===== config.mk =====
export PLATFORM = sky130hd
export DESIGN_NAME = hui_host_flat
export DESIGN_NICKNAME = d
export VERILOG_FILES = /design/src/hui_pkg.sv /design/src/hui_link.sv /design/src/hui_device.sv /design/src/hui_host.sv /design/src/flat_wrapper.sv
export SDC_FILE = /design/constraint.sdc
export NUM_CORES = 1
export LEC_CHECK = 0
export BUFFER_PORTS_ARGS = -buffer_cell sky130_fd_sc_hd__buf_4
export CELL_PAD_IN_SITES_DETAIL_PLACEMENT = 0
export CELL_PAD_IN_SITES_GLOBAL_PLACEMENT = 1
export CORE_MARGIN = 2
export CORE_UTILIZATION = 55
export DETAILED_ROUTE_END_ITERATION = 6
export PLACE_DENSITY = 0.87
export REMOVE_ABC_BUFFERS = 1
export SLEW_MARGIN = 10
export SYNTH_ARGS = -nofsm -noshare
export SYNTH_HDL_FRONTEND = slang
export SYNTH_SLANG_ARGS = --single-unit

===== constraint.sdc =====
create_clock -name mclk -period 18.4 [get_ports mclk]
set_clock_uncertainty 0.1 [all_clocks]
set_input_delay 3.68 -clock mclk [delete_from_list [all_inputs] [get_ports mclk]]
set_output_delay 3.68 -clock mclk [all_outputs]
set_load 0.01 [all_outputs]

===== src/hui_pkg.sv =====
`default_nettype none
package hui_pkg;
	// Speed select encoding
	localparam logic [7:0] HUI_SPEED_RESET = 8'h7A; // 115.2 kbit/s
	localparam logic [7:0] HUI_SPEED_MAX_CODE = 8'h15; // 1228.8 kbit/s, fastest allowed
	localparam int HUI_EXP_MSB = 7;
	localparam int HUI_EXP_LSB = 5;
	localparam int HUI_DIV_MSB = 4;
	localparam logic [12:0] HUI_LOW_OFFSET = 13'h001;
	localparam logic [12:0] HUI_HIGH_OFFSET = 13'h021;
	localparam logic [6:0] HUI_SPEED_ADDR = 7'h3B; // Device register address of the speed select

	// Rates in kHz: system clock of the speed formula and our own mclk
	localparam int HUI_SYS_KHZ = 27120;
	localparam int HUI_MCLK_KHZ = 25000;
	localparam logic [27:0] HUI_STEP = 28'(HUI_SYS_KHZ);

	// Character layout: start, eight data, stop
	localparam logic [3:0] HUI_LAST_DATA = 4'h8;
	localparam logic [3:0] HUI_LAST_BIT = 4'h9;

	// Address byte layout
	localparam int HUI_RW_BIT = 0;
	localparam logic HUI_RW_READ = 1'b1;

	// Host software registers
	localparam logic [1:0] HUI_REG_CMD = 2'h0;
	localparam logic [1:0] HUI_REG_SPEED = 2'h1;
	localparam logic [1:0] HUI_REG_STATUS = 2'h2;
	localparam logic [1:0] HUI_REG_RDATA = 2'h3;
	localparam int HUI_ST_BUSY = 0;
	localparam int HUI_ST_FULL = 1;
	localparam int HUI_ST_MISMATCH = 2;
	localparam int HUI_ST_REFUSED = 3;
	localparam int HUI_CMD_ABYTE_LSB = 8;

	// Bit period in units of 1/(SYS*MCLK): mclk cycles times HUI_SYS_KHZ
	function automatic logic [27:0] hui_bit_limit(input logic [7:0] code);
		logic [2:0] e;
		logic [12:0] n;
		e = code[HUI_EXP_MSB:HUI_EXP_LSB];
		if (e == 3'h0) begin
			n = 13'(code[HUI_DIV_MSB:0]) + HUI_LOW_OFFSET;
		end else begin
			n = (13'(code[HUI_DIV_MSB:0]) + HUI_HIGH_OFFSET) << (e - 3'h1);
		end
		return 28'(n) * 28'(HUI_MCLK_KHZ);
	endfunction
endpackage
`default_nettype wire


===== src/hui_link.sv =====
`default_nettype none
interface hui_link;
	logic h2d; // Host transmit, device receive
	logic d2h; // Device transmit, host receive
	logic host_line_three; // Read trigger
	modport dev(input h2d, input host_line_three, output d2h);
	modport host(output h2d, output host_line_three, input d2h);
endinterface
`default_nettype wire


===== src/hui_device.sv =====
`default_nettype none
module hui_serial (
	input wire logic mclk,
	input wire logic rst_n,
	input wire logic [7:0] speed,
	input wire logic rx_pin,
	output logic tx_pin,
	output logic [7:0] rx_byte,
	output logic rx_valid,
	input wire logic [7:0] tx_byte,
	input wire logic tx_start,
	output logic tx_ready
);
	logic rx_m_q, rx_s_q;
	logic rx_act_q, tx_act_q;
	logic [3:0] rx_cnt_q, tx_cnt_q;
	logic [27:0] rx_acc_q, rx_lim_q, tx_acc_q, tx_lim_q;
	logic [7:0] rx_sh_q;
	logic [9:0] tx_sh_q;
	logic [27:0] rx_sum, tx_sum;

	// Line is asynchronous to mclk
	always_ff @(posedge mclk) begin
		if (!rst_n) begin
			rx_m_q <= 1'b1;
			rx_s_q <= 1'b1;
		end else begin
			rx_m_q <= rx_pin;
			rx_s_q <= rx_m_q;
		end
	end

	// Fractional accumulators keep the average rate exact despite 25 MHz mclk
	assign rx_sum = rx_acc_q + hui_pkg::HUI_STEP;
	assign tx_sum = tx_acc_q + hui_pkg::HUI_STEP;
	assign tx_ready = !tx_act_q;

	// Receiver, preloaded half a bit so ticks land mid-bit
	always_ff @(posedge mclk) begin
		if (!rst_n) begin
			rx_act_q <= 1'b0;
			rx_cnt_q <= 4'h0;
			rx_acc_q <= 28'h0000000;
			rx_lim_q <= 28'h0000000;
			rx_sh_q <= 8'h00;
			rx_byte <= 8'h00;
			rx_valid <= 1'b0;
		end else begin
			rx_valid <= 1'b0;
			if (!rx_act_q) begin
				if (!rx_s_q) begin
					rx_act_q <= 1'b1;
					rx_cnt_q <= 4'h0;
					rx_lim_q <= hui_pkg::hui_bit_limit(speed);
					rx_acc_q <= hui_pkg::hui_bit_limit(speed) >> 1;
				end
			end else if (rx_sum >= rx_lim_q) begin
				rx_acc_q <= rx_sum - rx_lim_q;
				if (rx_cnt_q == 4'h0) begin
					// Glitch shorter than half a bit is dropped
					if (rx_s_q) begin
						rx_act_q <= 1'b0;
					end
					rx_cnt_q <= 4'h1;
				end else if (rx_cnt_q <= hui_pkg::HUI_LAST_DATA) begin
					rx_sh_q <= {rx_s_q, rx_sh_q[7:1]};
					rx_cnt_q <= rx_cnt_q + 4'h1;
				end else begin
					// Stop bit follows the eighth data bit, no parity slot
					rx_act_q <= 1'b0;
					if (rx_s_q) begin
						rx_byte <= rx_sh_q;
						rx_valid <= 1'b1;
					end
				end
			end else begin
				rx_acc_q <= rx_sum;
			end
		end
	end

	// Transmitter; speed latched per character so a change never splits one
	always_ff @(posedge mclk) begin
		if (!rst_n) begin
			tx_act_q <= 1'b0;
			tx_cnt_q <= 4'h0;
			tx_acc_q <= 28'h0000000;
			tx_lim_q <= 28'h0000000;
			tx_sh_q <= 10'h3FF;
			tx_pin <= 1'b1;
		end else if (!tx_act_q) begin
			tx_pin <= 1'b1;
			if (tx_start) begin
				tx_act_q <= 1'b1;
				tx_cnt_q <= 4'h0;
				tx_acc_q <= 28'h0000000;
				tx_lim_q <= hui_pkg::hui_bit_limit(speed);
				tx_sh_q <= {1'b1, tx_byte, 1'b0};
				tx_pin <= 1'b0;
			end
		end else if (tx_sum >= tx_lim_q) begin
			tx_acc_q <= tx_sum - tx_lim_q;
			if (tx_cnt_q == hui_pkg::HUI_LAST_BIT) begin
				tx_act_q <= 1'b0;
				tx_pin <= 1'b1;
			end else begin
				tx_sh_q <= tx_sh_q >> 1;
				tx_pin <= tx_sh_q[1];
				tx_cnt_q <= tx_cnt_q + 4'h1;
			end
		end else begin
			tx_acc_q <= tx_sum;
		end
	end
endmodule

`default_nettype wire


===== src/hui_host.sv =====
`default_nettype none
module hui_fifo #(
	parameter int WIDTH = 16,
	parameter int DEPTH = 32
) (
	input wire logic mclk,
	input wire logic rst_n,
	input wire logic in_valid,
	output logic in_ready,
	input wire logic [WIDTH-1:0] in_data,
	output logic out_valid,
	input wire logic out_ready,
	output logic [WIDTH-1:0] out_data
);
	localparam int AW = $clog2(DEPTH);

	// Pointers wrap naturally, so depth must be a power of two
	if (DEPTH < 2 || (1 << AW) != DEPTH || WIDTH < 1) begin : g_bad_param
		$error("hui_fifo: DEPTH must be a power of two, at least 2");
	end

	logic [WIDTH-1:0] mem_q [DEPTH];
	logic [AW-1:0] wr_q, rd_q;
	logic [AW:0] cnt_q;
	logic push, pop;

	assign in_ready = (cnt_q != (AW+1)'(DEPTH));
	assign out_valid = (cnt_q != '0);
	assign push = in_valid && in_ready;
	assign pop = out_valid && out_ready;
	assign out_data = mem_q[rd_q];

	// Storage
	always_ff @(posedge mclk) begin
		if (push) begin
			mem_q[wr_q] <= in_data;
		end
	end

	// Pointers and fill level
	always_ff @(posedge mclk) begin
		if (!rst_n) begin
			wr_q <= '0;
			rd_q <= '0;
			cnt_q <= '0;
		end else begin
			if (push) begin
				wr_q <= wr_q + 1'b1;
			end
			if (pop) begin
				rd_q <= rd_q + 1'b1;
			end
			cnt_q <= cnt_q + (AW+1)'(push) - (AW+1)'(pop);
		end
	end
endmodule

module hui_host #(
	parameter int CMD_DEPTH = 32
) (
	input wire logic mclk,
	input wire logic rst_n,
	hui_link.host link,
	input wire logic [1:0] sw_addr,
	input wire logic [15:0] sw_wdata,
	input wire logic sw_wr,
	input wire logic sw_rd,
	output logic [15:0] sw_rdata
);
	typedef enum logic [1:0] {
		HUI_H_IDLE = 2'b00,
		HUI_H_ADDR = 2'b01,
		HUI_H_DATA = 2'b10,
		HUI_H_WAIT = 2'b11
	} hui_host_state_t;

	hui_host_state_t state_q;
	logic [7:0] speed_q, rx_byte, tx_byte_q, rdata_q;
	logic [15:0] cmd_q, fifo_data;
	logic tx_start_q, tx_ready, rx_valid, seen_q, mismatch_q, refused_q, line3_q;
	logic fifo_in_ready, fifo_valid, fifo_pop, cmd_wr, speed_ok;

	assign cmd_wr = sw_wr && (sw_addr == hui_pkg::HUI_REG_CMD);
	// Codes faster than the top supported rate are refused
	assign speed_ok = hui_pkg::hui_bit_limit(sw_wdata[7:0]) >= hui_pkg::hui_bit_limit(hui_pkg::HUI_SPEED_MAX_CODE);
	assign fifo_pop = (state_q == HUI_H_IDLE);
	assign link.host_line_three = line3_q;

	hui_fifo #(.WIDTH(16), .DEPTH(CMD_DEPTH)) u_cmd (
		.mclk(mclk),
		.rst_n(rst_n),
		.in_valid(cmd_wr),
		.in_ready(fifo_in_ready),
		.in_data(sw_wdata),
		.out_valid(fifo_valid),
		.out_ready(fifo_pop),
		.out_data(fifo_data)
	);

	hui_serial u_serial (
		.mclk(mclk),
		.rst_n(rst_n),
		.speed(speed_q),
		.rx_pin(link.d2h),
		.tx_pin(link.h2d),
		.rx_byte(rx_byte),
		.rx_valid(rx_valid),
		.tx_byte(tx_byte_q),
		.tx_start(tx_start_q),
		.tx_ready(tx_ready)
	);

	// Software registers; hardware set beats read clear
	always_ff @(posedge mclk) begin
		if (!rst_n) begin
			speed_q <= hui_pkg::HUI_SPEED_RESET;
			refused_q <= 1'b0;
			sw_rdata <= 16'h0000;
		end else begin
			if (sw_wr && sw_addr == hui_pkg::HUI_REG_SPEED && speed_ok) begin
				speed_q <= sw_wdata[7:0];
			end
			if ((sw_wr && sw_addr == hui_pkg::HUI_REG_SPEED && !speed_ok) || (cmd_wr && !fifo_in_ready)) begin
				refused_q <= 1'b1;
			end else if (sw_rd && sw_addr == hui_pkg::HUI_REG_STATUS) begin
				refused_q <= 1'b0;
			end
			sw_rdata <= 16'h0000;
			if (sw_rd) begin
				unique case (sw_addr)
					hui_pkg::HUI_REG_CMD: sw_rdata <= cmd_q;
					hui_pkg::HUI_REG_SPEED: sw_rdata <= {8'h00, speed_q};
					hui_pkg::HUI_REG_STATUS: begin
						sw_rdata[hui_pkg::HUI_ST_BUSY] <= (state_q != HUI_H_IDLE) || fifo_valid;
						sw_rdata[hui_pkg::HUI_ST_FULL] <= !fifo_in_ready;
						sw_rdata[hui_pkg::HUI_ST_MISMATCH] <= mismatch_q;
						sw_rdata[hui_pkg::HUI_ST_REFUSED] <= refused_q;
					end
					hui_pkg::HUI_REG_RDATA: sw_rdata <= {8'h00, rdata_q};
				endcase
			end
		end
	end

	// Command engine: address byte, optional data byte, then one answer byte
	always_ff @(posedge mclk) begin
		if (!rst_n) begin
			state_q <= HUI_H_IDLE;
			cmd_q <= 16'h0000;
			tx_byte_q <= 8'h00;
			tx_start_q <= 1'b0;
			line3_q <= 1'b0;
			seen_q <= 1'b0;
			rdata_q <= 8'h00;
			mismatch_q <= 1'b0;
		end else begin
			tx_start_q <= 1'b0;
			if (rx_valid) begin
				seen_q <= 1'b1;
				rdata_q <= rx_byte;
			end
			if (sw_rd && sw_addr == hui_pkg::HUI_REG_STATUS) begin
				mismatch_q <= 1'b0;
			end
			unique case (state_q)
				HUI_H_IDLE: begin
					if (fifo_valid) begin
						cmd_q <= fifo_data;
						seen_q <= 1'b0;
						// Trigger held for the whole read
						line3_q <= fifo_data[hui_pkg::HUI_CMD_ABYTE_LSB] == hui_pkg::HUI_RW_READ;
						state_q <= HUI_H_ADDR;
					end
				end
				HUI_H_ADDR: begin
					if (tx_ready) begin
						tx_byte_q <= cmd_q[15:8];
						tx_start_q <= 1'b1;
						state_q <= line3_q ? HUI_H_WAIT : HUI_H_DATA;
					end
				end
				HUI_H_DATA: begin
					// Sent without waiting for the echo
					if (tx_ready && !tx_start_q) begin
						tx_byte_q <= cmd_q[7:0];
						tx_start_q <= 1'b1;
						state_q <= HUI_H_WAIT;
					end
				end
				HUI_H_WAIT: begin
					if (seen_q && tx_ready && !tx_start_q) begin
						if (!line3_q && rdata_q != cmd_q[15:8]) begin
							mismatch_q <= 1'b1;
						end
						line3_q <= 1'b0;
						state_q <= HUI_H_IDLE;
					end
				end
			endcase
		end
	end
endmodule
`default_nettype wire


===== src/flat_wrapper.sv =====
// flat-port wrapper written by rule: the top's interface ports become plain ports
module hui_host_flat 
#(
	parameter int CMD_DEPTH = 32
)
  (mclk, rst_n, sw_addr, sw_wdata, sw_wr, sw_rd, sw_rdata, link_h2d, link_host_line_three, link_d2h);
  hui_link link_i ();
  input wire logic mclk;
  input wire logic rst_n;
  input wire logic [1:0] sw_addr;
  input wire logic [15:0] sw_wdata;
  input wire logic sw_wr;
  input wire logic sw_rd;
  output logic [15:0] sw_rdata;
  output wire logic [$bits(link_i.h2d)-1:0] link_h2d;
  output wire logic [$bits(link_i.host_line_three)-1:0] link_host_line_three;
  input wire logic [$bits(link_i.d2h)-1:0] link_d2h;
  assign link_h2d = link_i.h2d;
  assign link_host_line_three = link_i.host_line_three;
  assign link_i.d2h = link_d2h;
  hui_host #(.CMD_DEPTH(CMD_DEPTH)) u_core (.mclk(mclk), .rst_n(rst_n), .link(link_i), .sw_addr(sw_addr), .sw_wdata(sw_wdata), .sw_wr(sw_wr), .sw_rd(sw_rd), .sw_rdata(sw_rdata));
endmodule

# Yosys cells after proc, flatten, opt, wreduce, memory -nomap -nowiden
# Memory sizes are Yosys's and may differ from the RTL's. A register that Yosys moved wholly into a read port is not among the register bits.
# Cells that the tools add are included.
[totals]
regBits = 225
ram_bits = 512
input_bits = 23
n_memories = 1
[classes]
add_sub_neg = 16
mul = 3
order_cmp = 4
n_eq_ne = 18
shifts = 2
muxes = 71
bitwise = 7
reduce_logical = 42
[mem_list]
columns = ["name", "words", "width", "read_ports", "rd_clocked_by_memory_dff", "write_ports", "line_no", "source"]
rows = [
  ["u_core.u_cmd.mem_q", 32, 16, 1, 1, 1, "hui_host.sv:22", "logic [WIDTH-1:0] mem_q [DEPTH];"],
]
[ops]
columns = ["op", "n"]
rows = [
  ["28-bit two-way mux", 6],
  ["13-bit two-way mux", 8],
  ["13-bit by 12-bit multiplier with 25-bit output (second input constant)", 3],
  ["28-bit by 15-bit adder with 28-bit output (second input constant)", 2],
  ["28-bit greater-or-equal comparator", 2],
  ["28-bit subtractor", 2],
  ["10-bit two-way mux", 4],
  ["4-bit two-way mux", 9],
  ["12-bit case mux with 3 select lines", 1],
  ["1-bit two-way mux", 30],
  ["28-bit by 20-bit greater-or-equal comparator with 1-bit output (second input constant)", 1],
  ["8-bit two-way mux", 2],
  ["4-bit case mux with 4 select lines", 1],
  ["8-bit case mux with 2 select lines", 1],
  ["5-bit by 6-bit adder with 7-bit output (second input constant)", 2],
  ["13-bit by 3-bit left shift with 13-bit output", 1],
  ["7-bit by 3-bit left shift with 13-bit output", 1],
  ["5-bit by 1-bit adder with 6-bit output (second input constant)", 2],
  ["1-bit logical AND", 12],
  ["2-bit by 1-bit inequality test with 1-bit output (second input constant)", 6],
  ["3-bit AND reduction", 4],
  ["5-bit by 1-bit adder with 5-bit output (second input constant)", 2],
  ["5-bit two-way mux", 2],
  ["2-bit nonzero test", 5],
  ["26 further kinds", 54],
]

# Depth between registers and ports, before layout
[logic_depth]
depth_word = 9
ltp_mapped = 30

# Hierarchy
# A second synthesis with hierarchy kept.
[unflattened]
hier_cells = 3361
hier_area_um2 = 39326.5
[by_module_without_submodules]
columns = ["mod", "instances", "cells_each", "area_each_um2", "seq_area_each_um2"]
rows = [
  ["hui_fifo", 1, 1068, 20699.9, 15795.1],
  ["hui_serial", 1, 1563, 12429.4, 2802.7],
  ["hui_host", 1, 730, 6197.2, 1261.2],
]

# Worst setup path after synthesis
# OpenSTA, ideal clock, no wires.
[synth_path]
path_type = "in2reg"
from = "input sw_wdata[5]"
to = "register u_core.refused_q"
setup_time_ns = 0.070
arrival_time_ns = 10.170
path_slack_ns = 8.059
stages = 26
cell_sequence = "clkbuf_1 > inv_2 > ha_1 > ha_1 > clkbuf_1 > clkbuf_1 > nand2_1 > o21ai_0 > ha_1 > ha_1 > inv_1 > fa_1 > inv_1 > fa_1 > inv_1 > fa_1 > inv_1 > ha_1 > a21oi_1 > o21ai_0 > a21o_1 > or3_1 > mux2_1 > nor4_2 > or4b_1 > a21oi_1"
[synth_via]
elab_chain_cells = 9
elab_cells_between_ends = 11
classes_between = "1 x add/sub; 1 x mul; 1 x order compare; 1 x shift; 2 x mux; 5 x reduce/logical"
[synth_lines]
columns = ["element", "line_no", "source"]
rows = [
  ["start, declared", "flat_wrapper.sv:11", "input wire logic [15:0] sw_wdata;"],
  ["3-bit by 1-bit subtractor with 3-bit output", "hui_pkg.sv:45", "n = (13'(code[HUI_DIV_MSB:0]) + HUI_HIGH_OFFSET) << (e - 3'h1);"],
  ["13-bit by 3-bit left shift with 13-bit output", "hui_pkg.sv:45", ""],
  ["13-bit two-way mux *", "hui_pkg.sv:42", "if (e == 3'h0) begin"],
  ["13-bit by 12-bit multiplier with 25-bit output *", "hui_pkg.sv:47", "return 28'(n) * 28'(HUI_MCLK_KHZ);"],
  ["28-bit by 20-bit greater-or-equal comparator with 1-bit output *", "hui_host.sv:85", "assign speed_ok = hui_pkg::hui_bit_limit(sw_wdata[7:0]) >= hui_pkg::hui_bit_limit(hui_pkg::HUI_SPEED_MAX_CODE) ..."],
  ["1-bit logical NOT *", "hui_host.sv:123", "if ((sw_wr && sw_addr == hui_pkg::HUI_REG_SPEED && !speed_ok) || (cmd_wr && !fifo_in_ready)) begin"],
  ["1-bit logical AND *", "hui_host.sv:123", ""],
  ["1-bit logical OR *", "hui_host.sv:123", ""],
  ["1-bit two-way mux / 2-bit nonzero test (equally long branches)", "-", ""],
  ["end signal, assigned", "hui_host.sv:117", "refused_q <= 1'b0;"],
  ["end signal, assigned", "hui_host.sv:124", "refused_q <= 1'b1;"],
  ["end signal, assigned", "hui_host.sv:126", "refused_q <= 1'b0;"],
  ["end, declared", "hui_host.sv:80", "logic tx_start_q, tx_ready, rx_valid, seen_q, mismatch_q, refused_q, line3_q;"],
]
# Mark *: on every way between the ends. The rest lies on a longest branch, timed or not.
# A chain may end at the register's enable or synchronous reset.

# Worst setup path after layout
# Ends and elaborated chain as after synthesis.

==> results.yml <==
yosys:
  muxShareOfSynthArea_pct: 12.44
  synth_top_family_by_area: "multiplexers"
  yosysWarnings: 0
  netlist_area_um2: 38640
  synth-adder-area-share_pct: 11.86
  synth-main-ff-cell: "edfxtp_1"
  synth_xor_area_share_pct: 3.148
  synth_cell_types: 85
  syn_avg_cell_area_um2: 12.49
  synthArstFlopShare_pct: 0
  ys_seq_elements: 736
  yosys.area_share.simple_pct: 8.423
  yosysSeqAreaShare_pct: 51.40
  synth_compound_area_share_pct: 8.961
  yosysTopAreaCell: "edfxtp_1"
  syn_inst: 3093
  yosysTopAreaCellShare_pct: 39.79
  synth.area.top_cells: "edfxtp_1, dfxtp_1, mux4_2"
  synth_edf_count: 512
global_route:
  grt_max_degree: 96
  grt_overflow: 0
  grt_pass1_wl_um: 148800
  first_global_vias: 25230
  track_usage_pct: 27.27
  antenna_found_initial: 2
pwr:
  p_leak_nw: 15.78
  p_seq_share_pct: 24.8
  power_frac_clock_pct: 19.1
  power_density_nw_per_um2: 194.0
  p_int_mw: 4.675
  irDropWorstVdd_mv: 0.1828
  p_total_mw: 8.265
  p_switching_mw: 3.589
  combPwrFrac_pct: 56.1
  swShare_pct: 43.43
placement:
  portBuffers: 40
  post-place-ws_ns: 7.127
  hpwl_um: 61960
  routabilityCongestion: 0.8477
  dpl.cell_count: 3990
floorplanning:
  io-pin-count: 41
  dieHeight_um: 269.0
  start_util_pct: 55.36
  fp-row-count: 97
  die_area_um2: 72380
  core_um2: 69790
  fp.dieW_um: 269.0
route:
  top_layer: "met4"
  drt_iter0_drc: 2664
  met1_length_um: 38530
  final_antenna_net_count: 0
  vias: 25110
  wl_met2_um: 49270
  wirelength_um: 96880
  vias_per_cell: 6.079
  firstDrtPassIters: 5
  wl_per_cell_um: 23.46
  wl_met3_um: 5411
  drc: 0
clock_tree:
  post_cts_buffers: 0
  ctsResizeCount: 0
  clk_pin_slew_ns: 0.07
  cts_tree: "yes"
  cts_buffer_depth: 3
  clock_latency_ns: 0.66
  htreeDepth: 3
  cts_sinks: 736
  cts_hold_buf: 0
  cts_buffers: 75
  root_buffer: "clkbuf_16"
timing:
  fmax_ghz: 0.09353
  tightest_slew_ns: 1.117
  layout_setup_ws_ns: 7.708
  slew_violations: 0
  slew_headroom_pct: 25.51
  min_period_over_period_pct: 58.11
  hold_viol_final: 0
  setup_viol: 0
  grt_setup_unrepaired: "false"
  fin_tns_setup_ns: 0
  final.min_clock_period_ns: 10.69
worst_setup_path:
  required_ns: 18.85
  cp-start-kind: "primary input"
  crit_family: "adder cells"
  endpoint_kind: "flop"
  crit_arrival_ns: 11.14
  critPathKind: "primary input to flop"
  cp_num_buf_inv: 7
  cpPeakStageDelay_ns: 0.62
  cp_slowest_cell: "ha_1"
  crit_path_max_fanout: 43
  critPathMostFrequentCell: "inv_1"
layout:
  area_growth_pct: 10.28
  fin_cells: 4130
  fin_nets: 3476
  regArea_um2: 19870
  n_fill_cell: 5228
  drive_gt1_share_pct: 12.70
  multiInputGateArea_um2: 17360
worst_hold_path:
  hold_class: "flop to flop"
run:
  cap_violations: 0
status:
  status: "finished, final reports clean"
## area by class of cell
class / instances / share of cell area [%]
timing repair buffer: 90 / 1.586
inverter: 250 / 2.208
sequential: 736 / 46.63
multi-input combinational: 1974 / 40.74
clock inverter: 43 / 1.395
clock buffer: 95 / 4.675
tap: 940 / 2.760
antenna: 2 / 0.01175
## Yosys cell counts (all sizes together), types with 5 or more instances
master / instances
nand3: 48
inv: 249
mux2i: 102
a21oi: 150
mux4: 164
a22oi: 9
nor3b: 8
nor3: 48
xor2: 51
a211o: 8
o21bai: 14
a21boi: 5
edfxtp: 512
dfxtp: 224
o21a: 25
a41oi: 5
o31ai: 6
and2: 26
nand3b: 6
nand2b: 25
and4: 9
clkbuf: 103
nor2: 241
o211ai: 21
a211oi: 65
xnor2: 87
buf: 30
a22o: 20
fa: 67
ha: 259
o21ai: 115
nand2: 194
and3: 15
a31oi: 20
mux2: 8
or3: 12
or2: 6
nor2b: 21
nand4: 23
a21o: 31
## cells by family (layout without fill, tap and decap cells)
kind of cell / count (synthesis) / count (layout)
xor gates and xnor gates: 138 / 138
buffers and inverters: 383 / 478
other: 0 / 2
DFF: 736 / 736
AOI/OAI and AO/OA: 537 / 537
and+or+nand+nor: 699 / 699
adders and majority gates: 326 / 326
muxes: 274 / 274
## sequential cells by signal, indices dropped and copies added (netlist names), 6 cells and up, named ones only
signal / flops
u_core.u_serial.rx_acc_q: 26
u_core.rdata_q: 8
u_core.u_serial.tx_acc_q: 25
u_core.u_cmd.mem_q: 512
u_core.u_serial.rx_byte: 8
u_core.u_serial.tx_lim_q: 25
u_core.sw_rdata: 16
u_core.tx_byte_q: 8
u_core.cmd_q: 16
u_core.speed_q: 8
u_core.u_cmd.cnt_q: 6
u_core.u_serial.rx_sh_q: 8
u_core.u_serial.tx_sh_q: 9
u_core.u_serial.rx_lim_q: 25
## placed cells by master, fill, tap and decap left out, drive strengths merged, types with 51 or more instances in the layout
cell	netlist	final
a211oi	65	65
a21oi	150	150
buf	30	90
clkbuf	103	95
dfxtp	224	224
edfxtp	512	512
fa	67	67
ha	259	259
inv	249	251
mux2i	102	102
mux4	164	164
nand2	194	194
nor2	241	241
o21ai	115	115
xnor2	87	87
xor2	51	51
## final timing paths
path,endpoint,cells past startpoint,slack (ns),from
max,u_core.refused_q$_SDFFE_PN0P_,27,7.71,sw_wdata[5]
min,u_core.u_serial.rx_s_q$_SDFF_PN1_,1,0.31,u_core.u_serial.rx_m_q$_SDFF_PN1_
max reg2reg,u_core.u_serial.rx_lim_q[26]$_SDFFE_PN0P_,23,10.64,u_core.speed_q[5]$_SDFFE_PN1P_
min reg2reg,u_core.u_serial.rx_s_q$_SDFF_PN1_,1,0.31,u_core.u_serial.rx_m_q$_SDFF_PN1_
## stage by stage
stage	utilization, %	hold WS, ns	instance area (um^2)
finish	61.06	0.3118	42610
global route	61.06	0.3345	42610
CTS	61.05	0.3177	42600
detailed placement	57.34	0.3032	40010
global placement	57.34	0.3055	40010
floorplan	-	0.2863	38120
## metal layers
metal	GRT usage, %	up-vias
met2	47.96	937
met1	34.55	12470
met3	3.379	210
met5	0	-
li1	-	11490
met4	10.35	0
## power groups by stage
| stage | clock, mW | combinational (mW) | sequential [mW] |
|---|---|---|---|
| floorplan | 0 | 3.46 | 2.10 |
| global placement | 0 | 4.51 | 2.07 |
| detailed placement | 0 | 4.57 | 2.08 |
| CTS | 1.60 | 4.63 | 2.05 |
| global route | 1.66 | 5.12 | 2.07 |
| finish | 1.58 | 4.63 | 2.05 |
(Power assumes the default switching activity.)
